--- config.mk ---
export PLATFORM = sky130hd
export DESIGN_NAME = xcc_crosspoint_ctrl
export DESIGN_NICKNAME = d
export VERILOG_FILES = /design/src/xcc_pkg.sv /design/src/xcc_wait_timer.sv /design/src/xcc_crosspoint_ctrl.sv
export SDC_FILE = /design/constraint.sdc
export NUM_CORES = 1
export LEC_CHECK = 0
export ABC_AREA = 1
export BUFFER_PORTS_ARGS = -buffer_cell sky130_fd_sc_hd__buf_2
export CAP_MARGIN = 15
export CORE_UTILIZATION = 25
export CTS_CLUSTER_DIAMETER = 80
export DETAILED_ROUTE_END_ITERATION = 16
export SLEW_MARGIN = 30
export SYNTH_ARGS = -nofsm -noshare
export SYNTH_HDL_FRONTEND = slang
export SYNTH_SLANG_ARGS = --single-unit
--- constraint.sdc ---
create_clock -name clk -period 2.1 [get_ports clk]
set_clock_uncertainty 0.05 [all_clocks]
set_input_delay 0.42 -clock clk [delete_from_list [all_inputs] [get_ports clk]]
set_output_delay 0.42 -clock clk [all_outputs]
set_load 0.1 [all_outputs]
--- src/xcc_pkg.sv ---
// constants and register map of the crosspoint controller
`default_nettype none
package xcc_pkg;

  // device geometry: rows, address and connection word layout
  localparam int ROWS      = 17;
  localparam int ADDR_W    = 5;
  localparam int WORD_W    = 7;
  localparam int SEL_W     = 6;
  localparam int EN_BIT    = 6;
  localparam int INPUTS    = 33;
  localparam logic [ADDR_W-1:0] LAST_ROW = 5'h10;

  // controller register port
  localparam int REG_AW = 8;
  localparam int REG_DW = 32;
  localparam logic [REG_AW-1:0] OFS_CTRL      = 8'h00;
  localparam logic [REG_AW-1:0] OFS_ROW_ADDR  = 8'h04;
  localparam logic [REG_AW-1:0] OFS_ROW_DATA  = 8'h08;
  localparam logic [REG_AW-1:0] OFS_CMD       = 8'h0C;
  localparam logic [REG_AW-1:0] OFS_STATUS    = 8'h10;
  localparam logic [REG_AW-1:0] OFS_READBACK  = 8'h14;
  localparam logic [REG_AW-1:0] OFS_ROWS_DONE = 8'h18;

  // command bits
  localparam int CMD_WRITE   = 0;
  localparam int CMD_UPDATE  = 1;
  localparam int CMD_READ    = 2;
  localparam int CMD_DISABLE = 3;

  // status bits
  localparam int ST_BUSY     = 0;
  localparam int ST_ALL_ROWS = 1;
  localparam int ST_ERROR    = 2;
  localparam int ST_RB_VALID = 3;

  // ctrl bits
  localparam int CTRL_BBM = 0;

  // timing, in ns
  localparam int CLK_NS      = 5;
  localparam int T_WE_NS     = 15;
  localparam int T_WE_UPD_NS = 10;
  localparam int T_UPD_NS    = 15;
  localparam int T_RST_NS    = 15;
  localparam int T_RDE_NS    = 15;
  localparam int T_RDD_NS    = 30;

  // least times, rounded up to whole cycles
  localparam int CYC_WE     = (T_WE_NS + CLK_NS - 1) / CLK_NS;
  localparam int CYC_WE_UPD = (T_WE_UPD_NS + CLK_NS - 1) / CLK_NS;
  localparam int CYC_UPD    = (T_UPD_NS + CLK_NS - 1) / CLK_NS;
  localparam int CYC_RST    = (T_RST_NS + CLK_NS - 1) / CLK_NS;
  localparam int CYC_RDE    = (T_RDE_NS + CLK_NS - 1) / CLK_NS;
  localparam int CYC_RDD    = (T_RDD_NS + CLK_NS - 1) / CLK_NS;

  // timer load values: a state lasts load value plus one cycle
  localparam int TMR_W = 4;
  localparam logic [TMR_W-1:0] LD_ONE    = 4'h0;
  localparam logic [TMR_W-1:0] LD_WE     = TMR_W'(CYC_WE - 1);
  localparam logic [TMR_W-1:0] LD_WE_UPD = TMR_W'(CYC_WE_UPD - 1);
  localparam logic [TMR_W-1:0] LD_UPD    = TMR_W'(CYC_UPD - 1);
  localparam logic [TMR_W-1:0] LD_RST    = TMR_W'(CYC_RST - 1);
  localparam logic [TMR_W-1:0] LD_RDE    = TMR_W'(CYC_RDE - 1);
  localparam logic [TMR_W-1:0] LD_RDD    = TMR_W'(CYC_RDD - 1);

endpackage
`default_nettype wire

--- src/xcc_wait_timer.sv ---
// down counter that times each phase of a pin sequence
`timescale 1ns/1ps
`default_nettype none
module xcc_wait_timer #(
  parameter int                W    = 4,
  parameter logic [W-1:0]      INIT = '0
) (
  // system
  input  wire logic         clk,
  input  wire logic         sys_rst,
  // load and status
  input  wire logic         load,
  input  wire logic [W-1:0] loadVal,
  output logic              expired
);

  logic [W-1:0] count_r;
  logic [W-1:0] count_nxt;

  always_comb
  begin
    count_nxt = count_r;
    if (load)
    begin
      count_nxt = loadVal;
    end
    else if (count_r != '0)
    begin
      count_nxt = count_r - W'(1);
    end
  end

  always_ff @(posedge clk)
  begin
    if (sys_rst)
    begin
      count_r <= INIT;
    end
    else
    begin
      count_r <= count_nxt;
    end
  end

  assign expired = (count_r == '0);

endmodule
`default_nettype wire

--- src/xcc_crosspoint_ctrl.sv ---
// controller driving the crosspoint switch control pins from a register port
`timescale 1ns/1ps
`default_nettype none
// How it works
// - our data drivers off during readback
// - write enable returned high after each write
// - all seventeen rows written before update
// - never drive data while readback active
// - hold global disable low at power-up
// - disable active outputs before enabling others
module xcc_crosspoint_ctrl
  import xcc_pkg::*;
(
  // system
  input  wire logic                        clk,
  input  wire logic                        sys_rst,
  // register port
  input  wire logic [xcc_pkg::REG_AW-1:0]  regAddr,
  input  wire logic [xcc_pkg::REG_DW-1:0]  regWrData,
  input  wire logic                        regWrStb,
  input  wire logic                        regRdStb,
  output logic      [xcc_pkg::REG_DW-1:0]  regRdData,
  // device control pins
  output logic      [xcc_pkg::ADDR_W-1:0]  devAddr,
  output logic      [xcc_pkg::WORD_W-1:0]  devDataOut,
  output logic                             devDataOe,
  input  wire logic [xcc_pkg::WORD_W-1:0]  devDataIn,
  output logic                             chipSelN,
  output logic                             writeEnableN,
  output logic                             updateN,
  output logic                             readbackEnableN,
  output logic                             globalDisableN
);

  typedef enum {
    S_PWRUP, S_IDLE, S_WR_SETUP, S_WR_PULSE, S_WR_HOLD, S_UPD_GAP,
    S_UPD_PULSE, S_RB_PULSE, S_RB_RELEASE, S_DIS_PULSE, S_END
  } xcc_state_t;

  // sequencer state and pins
  xcc_state_t              state_r, state_nxt;
  logic                    bbm_r, bbm_nxt;
  logic [ADDR_W-1:0]       devAddr_r, devAddr_nxt;
  logic [WORD_W-1:0]       devData_r, devData_nxt;
  logic                    oe_r, oe_nxt;
  logic                    cs_r, cs_nxt;
  logic                    we_r, we_nxt;
  logic                    upd_r, upd_nxt;
  logic                    re_r, re_nxt;
  logic                    gdis_r, gdis_nxt;
  logic                    tmrLoad;
  logic [TMR_W-1:0]        tmrVal;
  logic                    tmrDone;
  logic                    errSet, rowDoneSet, rbCapture;

  // software registers
  logic                    ctrlBbm_r, ctrlBbm_nxt;
  logic [ADDR_W-1:0]       rowAddr_r, rowAddr_nxt;
  logic [WORD_W-1:0]       rowData_r, rowData_nxt;
  logic                    err_r, err_nxt;
  logic                    rbValid_r, rbValid_nxt;
  logic [WORD_W-1:0]       rbData_r, rbData_nxt;
  logic [ROWS-1:0]         rowsDone_r, rowsDone_nxt;
  logic [REG_DW-1:0]       rdData_r, rdData_nxt;

  logic                    cmdWr, addrOk, allDone;

  assign cmdWr   = regWrStb && (regAddr == OFS_CMD);
  assign addrOk  = (rowAddr_r <= LAST_ROW);
  assign allDone = &rowsDone_r;

  xcc_wait_timer #(
    .W    (TMR_W),
    .INIT (LD_RST)
  ) u_timer (
    .clk     (clk),
    .sys_rst (sys_rst),
    .load    (tmrLoad),
    .loadVal (tmrVal),
    .expired (tmrDone)
  );

  always_comb
  begin
    state_nxt  = state_r;
    bbm_nxt    = bbm_r;
    tmrLoad    = 1'b0;
    tmrVal     = LD_ONE;
    errSet     = 1'b0;
    rowDoneSet = 1'b0;
    rbCapture  = 1'b0;
    // a command while a sequence runs is dropped and flagged
    if (cmdWr && (state_r != S_IDLE) && (regWrData[CMD_DISABLE:CMD_WRITE] != 4'h0))
    begin
      errSet = 1'b1;
    end
    unique case (state_r)
      S_PWRUP:
      begin
        if (tmrDone)
        begin
          state_nxt = S_IDLE;
        end
      end
      S_IDLE:
      begin
        if (cmdWr)
        begin
          if (regWrData[CMD_DISABLE])
          begin
            state_nxt = S_DIS_PULSE;
            tmrLoad   = 1'b1;
            tmrVal    = LD_RST;
          end
          else if (regWrData[CMD_WRITE])
          begin
            if (addrOk)
            begin
              state_nxt = S_WR_SETUP;
              tmrLoad   = 1'b1;
              tmrVal    = LD_ONE;
            end
            else
            begin
              errSet = 1'b1;
            end
          end
          else if (regWrData[CMD_UPDATE])
          begin
            if (!allDone)
            begin
              errSet = 1'b1;
            end
            else if (ctrlBbm_r)
            begin
              state_nxt = S_DIS_PULSE;
              bbm_nxt   = 1'b1;
              tmrLoad   = 1'b1;
              tmrVal    = LD_RST;
            end
            else
            begin
              state_nxt = S_UPD_GAP;
              tmrLoad   = 1'b1;
              tmrVal    = LD_WE_UPD;
            end
          end
          else if (regWrData[CMD_READ])
          begin
            if (addrOk)
            begin
              state_nxt = S_RB_PULSE;
              tmrLoad   = 1'b1;
              tmrVal    = LD_RDE;
            end
            else
            begin
              errSet = 1'b1;
            end
          end
        end
      end
      S_WR_SETUP:
      begin
        if (tmrDone)
        begin
          state_nxt  = S_WR_PULSE;
          tmrLoad    = 1'b1;
          tmrVal     = LD_WE;
          rowDoneSet = 1'b1;
        end
      end
      S_WR_PULSE:
      begin
        if (tmrDone)
        begin
          state_nxt = S_WR_HOLD;
          tmrLoad   = 1'b1;
          tmrVal    = LD_ONE;
        end
      end
      S_WR_HOLD:
      begin
        if (tmrDone)
        begin
          state_nxt = S_END;
        end
      end
      S_UPD_GAP:
      begin
        if (tmrDone)
        begin
          state_nxt = S_UPD_PULSE;
          tmrLoad   = 1'b1;
          tmrVal    = LD_UPD;
        end
      end
      S_UPD_PULSE:
      begin
        if (tmrDone)
        begin
          state_nxt = S_END;
          bbm_nxt   = 1'b0;
        end
      end
      S_RB_PULSE:
      begin
        if (tmrDone)
        begin
          rbCapture = 1'b1;
          state_nxt = S_RB_RELEASE;
          tmrLoad   = 1'b1;
          tmrVal    = LD_RDD;
        end
      end
      S_RB_RELEASE:
      begin
        // device may drive the bus until its release time is over
        if (tmrDone)
        begin
          state_nxt = S_IDLE;
        end
      end
      S_DIS_PULSE:
      begin
        if (tmrDone)
        begin
          if (bbm_r)
          begin
            state_nxt = S_UPD_GAP;
            tmrLoad   = 1'b1;
            tmrVal    = LD_WE_UPD;
          end
          else
          begin
            state_nxt = S_END;
          end
        end
      end
      S_END:
      begin
        state_nxt = S_IDLE;
      end
    endcase

    // pins decoded from the next state so they leave flip-flops aligned
    // address with the row
    devAddr_nxt = devAddr_r;
    devData_nxt = devData_r;
    if ((state_nxt == S_WR_SETUP) || (state_nxt == S_RB_PULSE))
    begin
      devAddr_nxt = rowAddr_r;
    end
    if (state_nxt == S_WR_SETUP)
    begin
      devData_nxt = rowData_r;
    end
    oe_nxt   = (state_nxt == S_WR_SETUP) || (state_nxt == S_WR_PULSE) ||
               (state_nxt == S_WR_HOLD);
    cs_nxt   = !(oe_nxt || (state_nxt == S_UPD_GAP) || (state_nxt == S_UPD_PULSE) ||
                 (state_nxt == S_RB_PULSE));
    we_nxt   = (state_nxt != S_WR_PULSE);
    upd_nxt  = (state_nxt != S_UPD_PULSE);
    re_nxt   = (state_nxt != S_RB_PULSE);
    gdis_nxt = !((state_nxt == S_PWRUP) || (state_nxt == S_DIS_PULSE));
  end

  always_ff @(posedge clk)
  begin
    if (sys_rst)
    begin
      state_r   <= S_PWRUP;
      bbm_r     <= 1'b0;
      devAddr_r <= 5'h00;
      devData_r <= 7'h00;
      oe_r      <= 1'b0;
      cs_r      <= 1'b1;
      we_r      <= 1'b1;
      upd_r     <= 1'b1;
      re_r      <= 1'b1;
      gdis_r    <= 1'b0;
    end
    else
    begin
      state_r   <= state_nxt;
      bbm_r     <= bbm_nxt;
      devAddr_r <= devAddr_nxt;
      devData_r <= devData_nxt;
      oe_r      <= oe_nxt;
      cs_r      <= cs_nxt;
      we_r      <= we_nxt;
      upd_r     <= upd_nxt;
      re_r      <= re_nxt;
      gdis_r    <= gdis_nxt;
    end
  end

  assign devAddr         = devAddr_r;
  assign devDataOut      = devData_r;
  assign devDataOe       = oe_r;
  assign chipSelN        = cs_r;
  assign writeEnableN    = we_r;
  assign updateN         = upd_r;
  assign readbackEnableN = re_r;
  assign globalDisableN  = gdis_r;

  always_comb
  begin
    ctrlBbm_nxt  = ctrlBbm_r;
    rowAddr_nxt  = rowAddr_r;
    rowData_nxt  = rowData_r;
    rbData_nxt   = rbData_r;
    rowsDone_nxt = rowsDone_r;
    err_nxt      = err_r;
    rbValid_nxt  = rbValid_r;
    if (regWrStb && (regAddr == OFS_CTRL))
    begin
      ctrlBbm_nxt = regWrData[CTRL_BBM];
    end
    if (regWrStb && (regAddr == OFS_ROW_ADDR))
    begin
      rowAddr_nxt = regWrData[ADDR_W-1:0];
    end
    if (regWrStb && (regAddr == OFS_ROW_DATA))
    begin
      rowData_nxt = regWrData[WORD_W-1:0];
    end
    // write one to clear; a new error in the same cycle wins
    if (regWrStb && (regAddr == OFS_STATUS) && regWrData[ST_ERROR])
    begin
      err_nxt = 1'b0;
    end
    if (errSet)
    begin
      err_nxt = 1'b1;
    end
    if (rowDoneSet)
    begin
      rowsDone_nxt[rowAddr_r] = 1'b1;
    end
    if (state_nxt == S_RB_PULSE)
    begin
      rbValid_nxt = 1'b0;
    end
    if (rbCapture)
    begin
      rbData_nxt  = devDataIn;
      rbValid_nxt = 1'b1;
    end
    rdData_nxt = '0;
    if (regRdStb)
    begin
      unique case (regAddr)
        OFS_CTRL:      rdData_nxt[CTRL_BBM] = ctrlBbm_r;
        OFS_ROW_ADDR:  rdData_nxt[ADDR_W-1:0] = rowAddr_r;
        OFS_ROW_DATA:  rdData_nxt[WORD_W-1:0] = rowData_r;
        OFS_STATUS:    rdData_nxt[ST_RB_VALID:ST_BUSY] =
                         {rbValid_r, err_r, allDone, state_r != S_IDLE};
        OFS_READBACK:  rdData_nxt[WORD_W-1:0] = rbData_r;
        OFS_ROWS_DONE: rdData_nxt[ROWS-1:0] = rowsDone_r;
        default:       rdData_nxt = '0;
      endcase
    end
  end

  always_ff @(posedge clk)
  begin
    if (sys_rst)
    begin
      ctrlBbm_r  <= 1'b0;
      rowAddr_r  <= 5'h00;
      rowData_r  <= 7'h00;
      err_r      <= 1'b0;
      rbValid_r  <= 1'b0;
      rbData_r   <= 7'h00;
      rowsDone_r <= 17'h0_0000;
      rdData_r   <= 32'h0000_0000;
    end
    else
    begin
      ctrlBbm_r  <= ctrlBbm_nxt;
      rowAddr_r  <= rowAddr_nxt;
      rowData_r  <= rowData_nxt;
      err_r      <= err_nxt;
      rbValid_r  <= rbValid_nxt;
      rbData_r   <= rbData_nxt;
      rowsDone_r <= rowsDone_nxt;
      rdData_r   <= rdData_nxt;
    end
  end

  assign regRdData = rdData_r;

  // helper: global disable seen during the current sequence
  logic disSeen_r;
  always_ff @(posedge clk)
  begin
    if (sys_rst || (state_r == S_IDLE))
    begin
      disSeen_r <= 1'b0;
    end
    else if (!globalDisableN)
    begin
      disSeen_r <= 1'b1;
    end
  end
endmodule
`default_nettype wire

==> results of run 1 <==
## layout make-up
cell class              count  area, µm²  area share, %
multi-input cells         560       3227          39.82
flip-flops and latches    111       2242          27.67
repair buffers            223       1639          20.23
well taps                 275      344.1          4.246
inverters                  84      330.3          4.077
clock buffers               9      225.2          2.779
clock inverters             7      95.09          1.174
## kinds of logic after synthesis
kind of cell	share of synthesized area [%]
adders and majority gates	0.2302
AOI/OAI and AO/OA	13.29
DFF	40.89
other	0.06901
and+or+nand+nor	35.37
buffers and inverters	9.671
xor gates and xnor gates	0.4836
## Yosys cell counts, types with 2 or more instances
master and count:
nand2_1 153, nor2_1 144, dfxtp_1 111, inv_1 69, a21oi_1 47, nand3_1 39, o21ai_0 34, nor2_2 18
buf_4 15, nand2_2 15, clkbuf_1 13, inv_2 13, nand4_1 11, nor3_1 10, nand3_2 9, o21ai_1 8
nor2_4 5, nand2_4 4, o211ai_1 4, o21ai_2 4, o22ai_1 4, a31oi_1 3, buf_2 3, nor3_2 3
xor2_1 3, a211oi_1 2, a21oi_2 2, a221oi_1 2, buf_6 2, nor4_1 2, o221ai_1 2
## layer usage
layer | wire length, µm | share of wire (%) | global-route usage [%]
met4 | 233 | 1.5 | 4.643
met2 | 7711 | 49 | 24.79
met1 | 7217 | 46 | 17.72
met3 | 610 | 3.9 | 2.774
met5 | 0 | 0 | 0
## state kept, by name, summed over array words and instances (netlist names)
signal and flops:
rbData_r 7, rowAddr_r 5, state_r 32, rowsDone_r 17, chipSelN 1, readbackEnableN 1, devDataOe 1, rbValid_r 1
devAddr 5, bbm_r 1, writeEnableN 1, u_timer.count_r 4, ctrlBbm_r 1, globalDisableN 1, rowData_r 7, updateN 1
devDataOut 7, regRdData 17, err_r 1
## repair_timing
item | in CTS | in global routing
cloned | 3 | 1
endpoints found under the setup margin | 21 | 46
pin swaps | 34 | 38
setup buffers | 14 | 8
hold buffers | 0 | 0
gates resized for setup | 69 | 91
## worst max-delay path: cells and delay by family (launching register included)
kind / cells / cell delay [ns]
compound gates: 1 / 0.05
buf+inv: 1 / 0.17
flops: 1 / 0.34
simple gates: 16 / 1.61
## power groups by stage
stage | sequential (µW) | clock, µW | combinational (µW)
2_1_floorplan | 2320 | 0 | 744
3_3_place_gp | 2260 | 0 | 1230
3_5_place_dp | 2260 | 0 | 1230
4_1_cts | 2230 | 1930 | 1470
5_1_grt | 2240 | 2010 | 1720
6_report | 2220 | 1870 | 1590
## through the flow
stage          worst slack (ns)  util [%]
2_1_floorplan         -0.002778         -
3_3_place_gp            -0.3627     33.14
3_5_place_dp            -0.4064     33.14
4_1_cts                 -0.2038     36.46
5_1_grt                 -0.4293     38.30
6_report                -0.2311     38.30
## placed cells by master, fill, tap and decap left out, types with 10 or more instances in the layout
| master | count |
|---|---|
| buf_2 | 60 |
| buf_4 | 148 |
| nand2_1 | 134 |
| nand2_4 | 12 |
| o21ai_0 | 22 |
| nand3_2 | 19 |
| nor2_4 | 16 |
| nor2_2 | 26 |
| dfxtp_1 | 95 |
| inv_2 | 15 |
| nand4_1 | 11 |
| a21oi_1 | 33 |
| nor2_1 | 125 |
| inv_1 | 64 |
| o21ai_1 | 12 |
| conb_1 | 15 |
| nand2_2 | 27 |
| dfxtp_2 | 16 |
| a21oi_2 | 14 |
| nand3_1 | 21 |
| buf_6 | 10 |
| o21ai_2 | 11 |
## final timing paths
check	start	to	slack [ns]	cells after the start
worst max-delay path	rowsDone_r[4]$_SDFFE_PP0P_	devAddr[1]$_SDFFE_PP0P_	-0.23	18
worst min-delay path	regWrData[5]	rowData_r[5]$_SDFFE_PP0P_	0.23	3
worst max register to register	rowsDone_r[4]$_SDFFE_PP0P_	devAddr[1]$_SDFFE_PP0P_	-0.23	18
worst min register to register	rbData_r[2]$_SDFFE_PP0P_	rbData_r[2]$_SDFFE_PP0P_	0.41	2
==> results.json, run 1 <==
{
  "grt_max_degree": 56,
  "synth_edf_count": 0,
  "fin_nets": 1041,
  "cp-end-kind": "flip-flop",
  "cp.arrival_ns": 2.55,
  "final_antenna_net_count": 0,
  "power_uw": 5684,
  "routed_wl_mm": 15.77,
  "cp-start-kind": "flip-flop",
  "hold_slack_ns": 0.2339,
  "via_count": 5576,
  "switching_share_pct": 33.17,
  "required_ns": 2.32,
  "fin_crit_ns": 2.331,
  "viasPerCell": 4.394,
  "tightest_slew_ns": 1.146,
  "p_leak_uw": 0.003587,
  "start_util_pct": 25.69,
  "grt_pass1_wl_mm": 25.03,
  "fin_ws_ns": -0.2311,
  "antenna_found_initial": 0,
  "clkPwrFrac_pct": 32.8,
  "cap_violations": 0,
  "crit_type": "reg -> reg",
  "cts_tree": "yes",
  "synthesis.area_um2": 5434,
  "first_pass_iters": 5,
  "synth_area_per_cell_um2": 7.021,
  "slew_headroom_pct": 23.00,
  "period_share_pct": 111.0,
  "drt_iter0_drc": 248,
  "critPathMaxFanout": 7,
  "wl_per_cell_um": 12.43,
  "critPathMaxStageDelay_ns": 0.34,
  "insertion_delay_ns": 0.37,
  "layout-drive-gt1-share_pct": 42.45,
  "pwr-share-comb_pct": 28.0,
  "finalInstanceArea_um2": 8103,
  "final_cells": 1269,
  "cts_root_buf": "clkbuf_16",
  "drc": 0,
  "dp_cells": 1229,
  "die_w_um": 149.4,
  "die-area_um2": 22330,
  "rows": 53,
  "cts_made_buffers": 9,
  "clk_path_buf_depth": 2,
  "violations": "setup timing",
  "netSwitchingPower_uw": 1886,
  "ios": 101,
  "core_area_um2": 21150,
  "synth-seq-cells": 111,
  "setup-violations-final": 25,
  "port_buffers": 60,
  "critPathSlowestCell": "dfxtp_2",
  "ys_types": 51,
  "hold_viol": 0,
  "fmax_ghz": 0.4290,
  "slew_viol_final": 0,
  "ys.flop_type": "dfxtp_1",
  "die_height_um": 149.4,
  "area_growth_pct": 49.11,
  "num_antenna_cells": 0,
  "status": "complete, but fails checks",
  "synth.area.top_cells": "dfxtp_1 41%, nand2_1 11%, nor2_1 9.9%",
  "ys.warnings.count": 0,
  "cts_sinks": 111,
  "async_flop_share_pct": 0,
  "hp-class": "in -> reg",
  "syn_inst": 774,
  "path_clk_slew_ns": 0.08,
  "grt_overflow": 0,
  "routabilityCongestion": 0.8745,
  "htree_levels": 3,
  "grt_pass1_vias": 5262,
  "placed_cell_area_um2": 7010,
  "p_int_uw": 3799,
  "rsz0062_at_grt": "yes",
  "vdd_ir_drop_max_mv": 0.3996,
  "p_per_area_nw_per_um2": 701.5,
  "grt_use_total_pct": 14.33,
  "n_fill_cell": 2211,
  "crit_chain": "nand2_2 > nor2_2 > nand2_2 > nor2_4 > nand3_2 > nand3_2 > nand2_4 > buf_12 > o21ai_2 > nand2_1 > nor2_2 > nand2_2 > nor2_8 > nand3_4 > nand2_4 > nand2_1 > nand2_1 > nor2_1",
  "netlist.top_cell.by_area": "dfxtp_1",
  "synth_top_area_share_pct": 40.89,
  "synth_seq_area_share_pct": 40.89,
  "seqPwrFrac_pct": 39.1,
  "setup-tns-final_ns": -2.890,
  "dp.final_hpwl_mm": 11.39
}
No activity file was read; power rests on OpenSTA's default activity.
==> run 2: changes to the inputs <==
--- a/config.mk
+++ b/config.mk
@@ -11,7 +11,9 @@
 export CORE_UTILIZATION = 25
 export CTS_CLUSTER_DIAMETER = 80
 export DETAILED_ROUTE_END_ITERATION = 16
+export REMOVE_ABC_BUFFERS = 1
 export SLEW_MARGIN = 30
 export SYNTH_ARGS = -nofsm -noshare
 export SYNTH_HDL_FRONTEND = slang
+export SYNTH_HIERARCHICAL = 1
 export SYNTH_SLANG_ARGS = --single-unit
==> constraint.sdc (replaced) <==
create_clock -name clk -period 1.9 [get_ports clk]
set_clock_uncertainty 0.05 [all_clocks]
set_input_delay 0.38 -clock clk [delete_from_list [all_inputs] [get_ports clk]]
set_output_delay 0.38 -clock clk [all_outputs]
set_load 0.1 [all_outputs]
==> results.json, run 2 <==
{
  "layout-drive-gt1-share_pct": 44.22,
  "cap_violations": 0,
  "largest_reg_flops": 32,
  "holdCritStartpoint": "regWrData[6]",
  "start_util_pct": 25.58,
  "yosys.area_share.simple_pct": 34.79,
  "grt_use_total_pct": 15.94,
  "finalInstanceArea_um2": 8397,
  "dp.final_hpwl_mm": 12.10,
  "muxShareOfSynthArea_pct": 0,
  "crit_type": "reg -> reg",
  "grt_max_degree": 49,
  "fin_nets": 1068,
  "status": "complete, but fails checks",
  "ys_types": 48,
  "drc": 0,
  "rsz0062_at_grt": "yes",
  "hold_depth": 3,
  "grt_pass1_wl_mm": 27.62,
  "power_uw": 10530,
  "layout_common_cells": "157 x buf_4, 113 x nor2_1, 99 x nand2_1",
  "slew_viol_final": 0,
  "via_count": 5810,
  "synth_top_area_share_pct": 41.20,
  "required_ns": 2.15,
  "htree_levels": 3,
  "cp-start-kind": "flip-flop",
  "cp.arrival_ns": 2.73,
  "setup-tns-final_ns": -19.02,
  "cts_tree": "yes",
  "path_clk_slew_ns": 0.07,
  "synth_xor_xnor_area_share_pct": 0,
  "rows": 53,
  "synth.most_common_cell": "nor2_1",
  "core_area_um2": 21090,
  "critPathMaxFanout": 6,
  "clkPwrFrac_pct": 17.0,
  "synth_top_family_by_area": "simple AND/OR/NAND/NOR gates",
  "async_flop_share_pct": 0,
  "p_leak_uw": 0.003741,
  "switching_share_pct": 44.60,
  "netSwitchingPower_uw": 4697,
  "synthesis.area_um2": 5394,
  "crit_path_frequent_cell": "nor2_1",
  "fin_ws_ns": -0.5811,
  "die_w_um": 148.9,
  "rr_startpoint": "state_r[31]$_SDFF_PP0_",
  "routed_wl_mm": 17.49,
  "insertion_delay_ns": 0.36,
  "num_antenna_cells": 0,
  "ios": 101,
  "critical_path.top_delay_family": "simple AND/OR/NAND/NOR gates",
  "rr_endpoint": "devAddr[4]$_SDFFE_PP0P_",
  "ys.warnings.count": 6,
  "regMostFlops": "state_r",
  "violations": "setup timing",
  "holdPathEnd": "rowData_r[6]$_SDFFE_PP0P_",
  "hp-class": "in -> reg",
  "cts_made_buffers": 9,
  "mostFrequentLayoutCell": "buf_4",
  "synth_edf_count": 0,
  "synthTopCellsByCount": "136 x nor2_1, 134 x nand2_1, 111 x dfxtp_1",
  "final_antenna_net_count": 0,
  "critPathMaxStageDelay_ns": 0.32,
  "routabilityCongestion": 0.8983,
  "wl_per_cell_um": 13.51,
  "r2r_slack_ns": -0.58,
  "slew_headroom_pct": 59.77,
  "crit_chain": "nor2_1 > nand2_1 > buf_4 > nor2_4 > nand4_1 > nor2_2 > nor2_1 > nand2_1 > nand2_2 > nand2_4 > o21ai_0 > nand2_2 > nor2_4 > and2_4 > o21ai_4 > nor2_1 > nor2_1",
  "grt_overflow": 0,
  "cts_sinks": 111,
  "die-area_um2": 22170,
  "synth_compound_area_share_pct": 13.18,
  "p_per_area_nw_per_um2": 1254,
  "seqPwrFrac_pct": 25.6,
  "synth_area_per_cell_um2": 7.005,
  "fmax_ghz": 0.4031,
  "syn_inst": 770,
  "tightest_slew_ns": 0.6034,
  "cp-end-kind": "flip-flop",
  "synth_seq_area_share_pct": 41.20,
  "period_share_pct": 130.6,
  "cts_hold_buf": 0,
  "antenna_found_initial": 0,
  "r2r_cells": 17,
  "p_int_uw": 5834,
  "cts_root_buf": "clkbuf_16",
  "area_growth_pct": 55.67,
  "placed_cell_area_um2": 7012,
  "netlist.top_cell.by_area": "dfxtp_1",
  "fin_crit_ns": 2.481,
  "grt_pass1_vias": 5599,
  "clk_path_buf_depth": 2,
  "synth.area.top_cells": "dfxtp_1 41%, nor2_1 9.5%, nand2_1 9.3%",
  "yosys.area_share.adder_pct": 0.2320,
  "setup-violations-final": 60,
  "utilization_pct": 39.82,
  "critPathSlowestCell": "dfxtp_2",
  "ys.flop_type": "dfxtp_1",
  "viasPerCell": 4.486,
  "port_buffers": 60,
  "die_height_um": 148.9,
  "drt_iter0_drc": 313,
  "cp.depth": 17,
  "path_buf_inv": 1,
  "vdd_ir_drop_max_mv": 0.8387,
  "hold_viol": 0,
  "synth-seq-cells": 111,
  "pwr-share-comb_pct": 57.5,
  "first_pass_iters": 5
}
run 2: timing repair:
item / in CTS / in global routing
setup buffers: 40 / 9
pin swaps: 37 / 28
resized for setup: 140 / 69
cloned: 4 / 1
endpoints found under the setup margin: 57 / 82
run 2: power groups by stage:
| stage | clock network (µW) | logic (µW) | registers (µW) |
|---|---|---|---|
| after floorplan | 0 | 1800 | 3820 |
| after global placement | 0 | 4430 | 2750 |
| after detailed placement | 0 | 4450 | 2740 |
| after CTS | 1850 | 5680 | 2690 |
| after global routing | 1930 | 6420 | 2720 |
| final | 1790 | 6050 | 2690 |
run 2: how the worst max path moves through the flow:
stage | start | end | slack [ns]
global placement | state_r[4]$_SDFF_PP0_ | devDataOut[5]$_SDFFE_PP0P_ | -0.67
detailed placement | state_r[4]$_SDFF_PP0_ | devAddr[4]$_SDFFE_PP0P_ | -0.71
floorplan | u_timer/count_r[0]$_SDFFE_PP0P_ | chipSelN$_SDFF_PP1_ | -0.47
CTS | state_r[22]$_SDFF_PP0_ | devAddr[4]$_SDFFE_PP0P_ | -0.49
global route | state_r[24]$_SDFF_PP0_ | chipSelN$_SDFF_PP1_ | -0.71
finish | state_r[31]$_SDFF_PP0_ | devAddr[4]$_SDFFE_PP0P_ | -0.58
run 2: cell families after synthesis:
family / Yosys count
and+or+nand+nor: 404
DFF: 111
adders and majority gates: 1
AOI/OAI and AO/OA: 125
buffers and inverters: 128
other: 1
run 2: stage by stage:
stage          setup WS, ns  instances  hold WS (ns)
2_1_floorplan       -0.4699        752        0.3755
3_3_place_gp        -0.6730       1229        0.3933
3_5_place_dp        -0.7070       1229        0.3941
4_1_cts             -0.4892       1286        0.1827
5_1_grt             -0.7081       1295        0.2085
6_report            -0.5811       1295        0.1972
run 2: final cells by class:
class                   count  area, µm²
repair buffers            250       1914
inverters                  95      381.6
clock inverters             5      41.29
multi-input cells         549       3243
clock buffers              10      229.0
flip-flops and latches    111       2243
fillers                  2152      12690
well taps                 275      344.1
run 2: worst min-delay path, cell delays in order:
cell	delay [ns]
buf_2	0.08
nor2_1	0.04
nor2_1	0.08
run 2: per-layer routing:
metal | vias up | global-route usage [%] | wire (µm) | part of all wire, %
li1 | 2958 | - | - | -
met1 | 2695 | 19.02 | 7708 | 44
met3 | 36 | 2.691 | 587 | 3.4
met5 | - | 0 | 0 | 0
met4 | 0 | 6.786 | 521 | 3.0
met2 | 121 | 28.02 | 8672 | 50
==> run 3: changes to the inputs <==
--- a/config.mk
+++ b/config.mk
@@ -8,6 +8,7 @@
 export ABC_AREA = 1
 export BUFFER_PORTS_ARGS = -buffer_cell sky130_fd_sc_hd__buf_2
 export CAP_MARGIN = 15
+export CORE_MARGIN = 3
 export CORE_UTILIZATION = 25
 export CTS_CLUSTER_DIAMETER = 80
 export DETAILED_ROUTE_END_ITERATION = 16
==> results.json, run 3 (synthesis results as in run 2) <==
{
  "violations": "setup timing",
  "hold_viol": 0,
  "viasPerCell": 4.489,
  "pwr-share-comb_pct": 55.0,
  "hp-class": "in -> reg",
  "startpoint": "state_r[18]$_SDFF_PP0_",
  "start_util_pct": 25.58,
  "regMostFlops": "state_r",
  "cts_made_buffers": 9,
  "setup-tns-final_ns": -16.50,
  "first_pass_iters": 5,
  "netSwitchingPower_uw": 4545,
  "cp-start-kind": "flip-flop",
  "switching_share_pct": 45.17,
  "die_w_um": 152.9,
  "tightest_slew_ns": 1.032,
  "wl_per_cell_um": 13.54,
  "p_int_uw": 5517,
  "grt_max_degree": 49,
  "cp-end-kind": "flip-flop",
  "num_antenna_cells": 0,
  "dp_cells": 1229,
  "final_antenna_net_count": 0,
  "fin_ws_ns": -0.5563,
  "setup-violations-final": 55,
  "port_buffers": 60,
  "drt_iter0_drc": 344,
  "vdd_ir_drop_max_mv": 0.4441,
  "cp.arrival_ns": 2.67,
  "cts_sinks": 111,
  "dp_slack_ns": -0.6658,
  "p_per_area_nw_per_um2": 1217,
  "worstSetupEndpoint": "devDataOut[0]$_SDFFE_PP0P_",
  "rr_startpoint": "state_r[18]$_SDFF_PP0_",
  "rsz0062_at_grt": "yes",
  "fin_crit_ns": 2.456,
  "r2r_slack_ns": -0.56,
  "fin_nets": 1044,
  "largest_reg_flops": 32,
  "crit_type": "reg -> reg",
  "p_leak_uw": 0.003646,
  "drc": 0,
  "critPathMaxFanout": 8,
  "hold_slack_ns": 0.2116,
  "grt_overflow": 0,
  "die-area_um2": 23370,
  "period_share_pct": 129.3,
  "slew_headroom_pct": 30.70,
  "cts_hold_buf": 0,
  "clkPwrFrac_pct": 18.2,
  "die_height_um": 152.9,
  "via_count": 5710,
  "final_cells": 1272,
  "required_ns": 2.12,
  "layout_common_cells": "144 x buf_4, 114 x nor2_1, 99 x nand2_1",
  "clk_path_buf_depth": 2,
  "cts_root_buf": "clkbuf_16",
  "mostFrequentLayoutCell": "buf_4",
  "grt_pass1_vias": 5403,
  "path_clk_slew_ns": 0.07,
  "grt_use_total_pct": 14.05,
  "holdCritStartpoint": "regWrData[5]",
  "ios": 101,
  "cap_violations": 0,
  "rows": 53,
  "insertion_delay_ns": 0.37,
  "r2r_cells": 17,
  "fmax_ghz": 0.4071,
  "core_area_um2": 21090,
  "antenna_found_initial": 0,
  "rr_endpoint": "devDataOut[0]$_SDFFE_PP0P_",
  "status": "complete, but fails checks",
  "area_growth_pct": 53.31,
  "grt_pass1_wl_mm": 26.99,
  "cts_tree": "yes",
  "routed_wl_mm": 17.22,
  "layout-drive-gt1-share_pct": 45.44,
  "slew_viol_final": 0,
  "htree_levels": 3,
  "seqPwrFrac_pct": 26.8,
  "dp.final_hpwl_mm": 12.30,
  "routabilityCongestion": 0.8657
}
[run 3: cell types whose count changed in the layout (fill, tap and decap cells not counted), sizes merged]
| cell | before | now |
|---|---|---|
| clkinv | 4 | 7 |
| clkinvlp | 1 | 0 |
| inv | 95 | 94 |
| buf | 250 | 226 |
[run 3: area by class of cell]
| class | instances | area, µm² |
|---|---|---|
| clock buffer | 10 | 229.0 |
| clock inverter | 6 | 55.05 |
| fill | 2193 | 12820 |
| inverter | 95 | 375.4 |
| multi-input combinational | 549 | 3342 |
| sequential | 111 | 2252 |
| tap | 275 | 344.1 |
| timing repair buffer | 226 | 1672 |
[run 3: power by group through the flow]
| stage | clock [µW] | combinational, µW | sequential [µW] |
|---|---|---|---|
| after floorplan | 0 | 1800 | 3820 |
| after global placement | 0 | 4360 | 2740 |
| after detailed placement | 0 | 4380 | 2740 |
| after CTS | 1890 | 4960 | 2690 |
| after global routing | 1990 | 5940 | 2720 |
| final | 1830 | 5530 | 2690 |
[run 3: per-stage QoR]
step           total power [µW]  instance area, µm²  utilization, %
2_1_floorplan              5622                5239               -
3_3_place_gp               7106                6999           33.19
3_5_place_dp               7122                6999           33.19
4_1_cts                    9539                7635           36.21
5_1_grt                   10650                8269           39.21
6_report                  10060                8269           39.21
[run 3: what timing repair did]
action | CTS | global route
pin swaps | 28 | 50
gates cloned | 4 | 1
buffers inserted | 12 | 10
endpoints found under the setup margin | 70 | 82
gates resized for setup | 75 | 151
[run 3: worst max-delay path: stages (launching register included)]
cell     delay (ns)
dfxtp_2        0.34
nor2_4         0.13
and2_4         0.15
nand2_2        0.06
nor2_4         0.25
nand2_2        0.11
nand2_2        0.10
nor2_4         0.05
nand3_2        0.10
nand2_4        0.11
buf_6          0.14
o21ai_2        0.06
nand2_2        0.10
nor2_4         0.12
and2_4         0.20
nand2_4        0.09
o21ai_1        0.13
nor2_1         0.05
[run 3: worst min path at each step]
stage	end	cells past startpoint	slack, ns
floorplan	rbData_r[4]$_SDFFE_PP0P_	2	0.38
global placement	state_r[19]$_SDFF_PP0_	2	0.39
detailed placement	state_r[23]$_SDFF_PP0_	2	0.40
CTS	rowData_r[6]$_SDFFE_PP0P_	3	0.20
global route	rowData_r[6]$_SDFFE_PP0P_	3	0.20
finish	rowData_r[5]$_SDFFE_PP0P_	3	0.21
[run 3: layer usage]
layer  global-route usage [%]  up-vias  routed length, µm
met5                        0        -                  0
met4                    3.521        0                316
met3                    3.539       22                822
met2                    23.98      124               8528
met1                    17.81     2650               7553
li1                         -     2914                  -
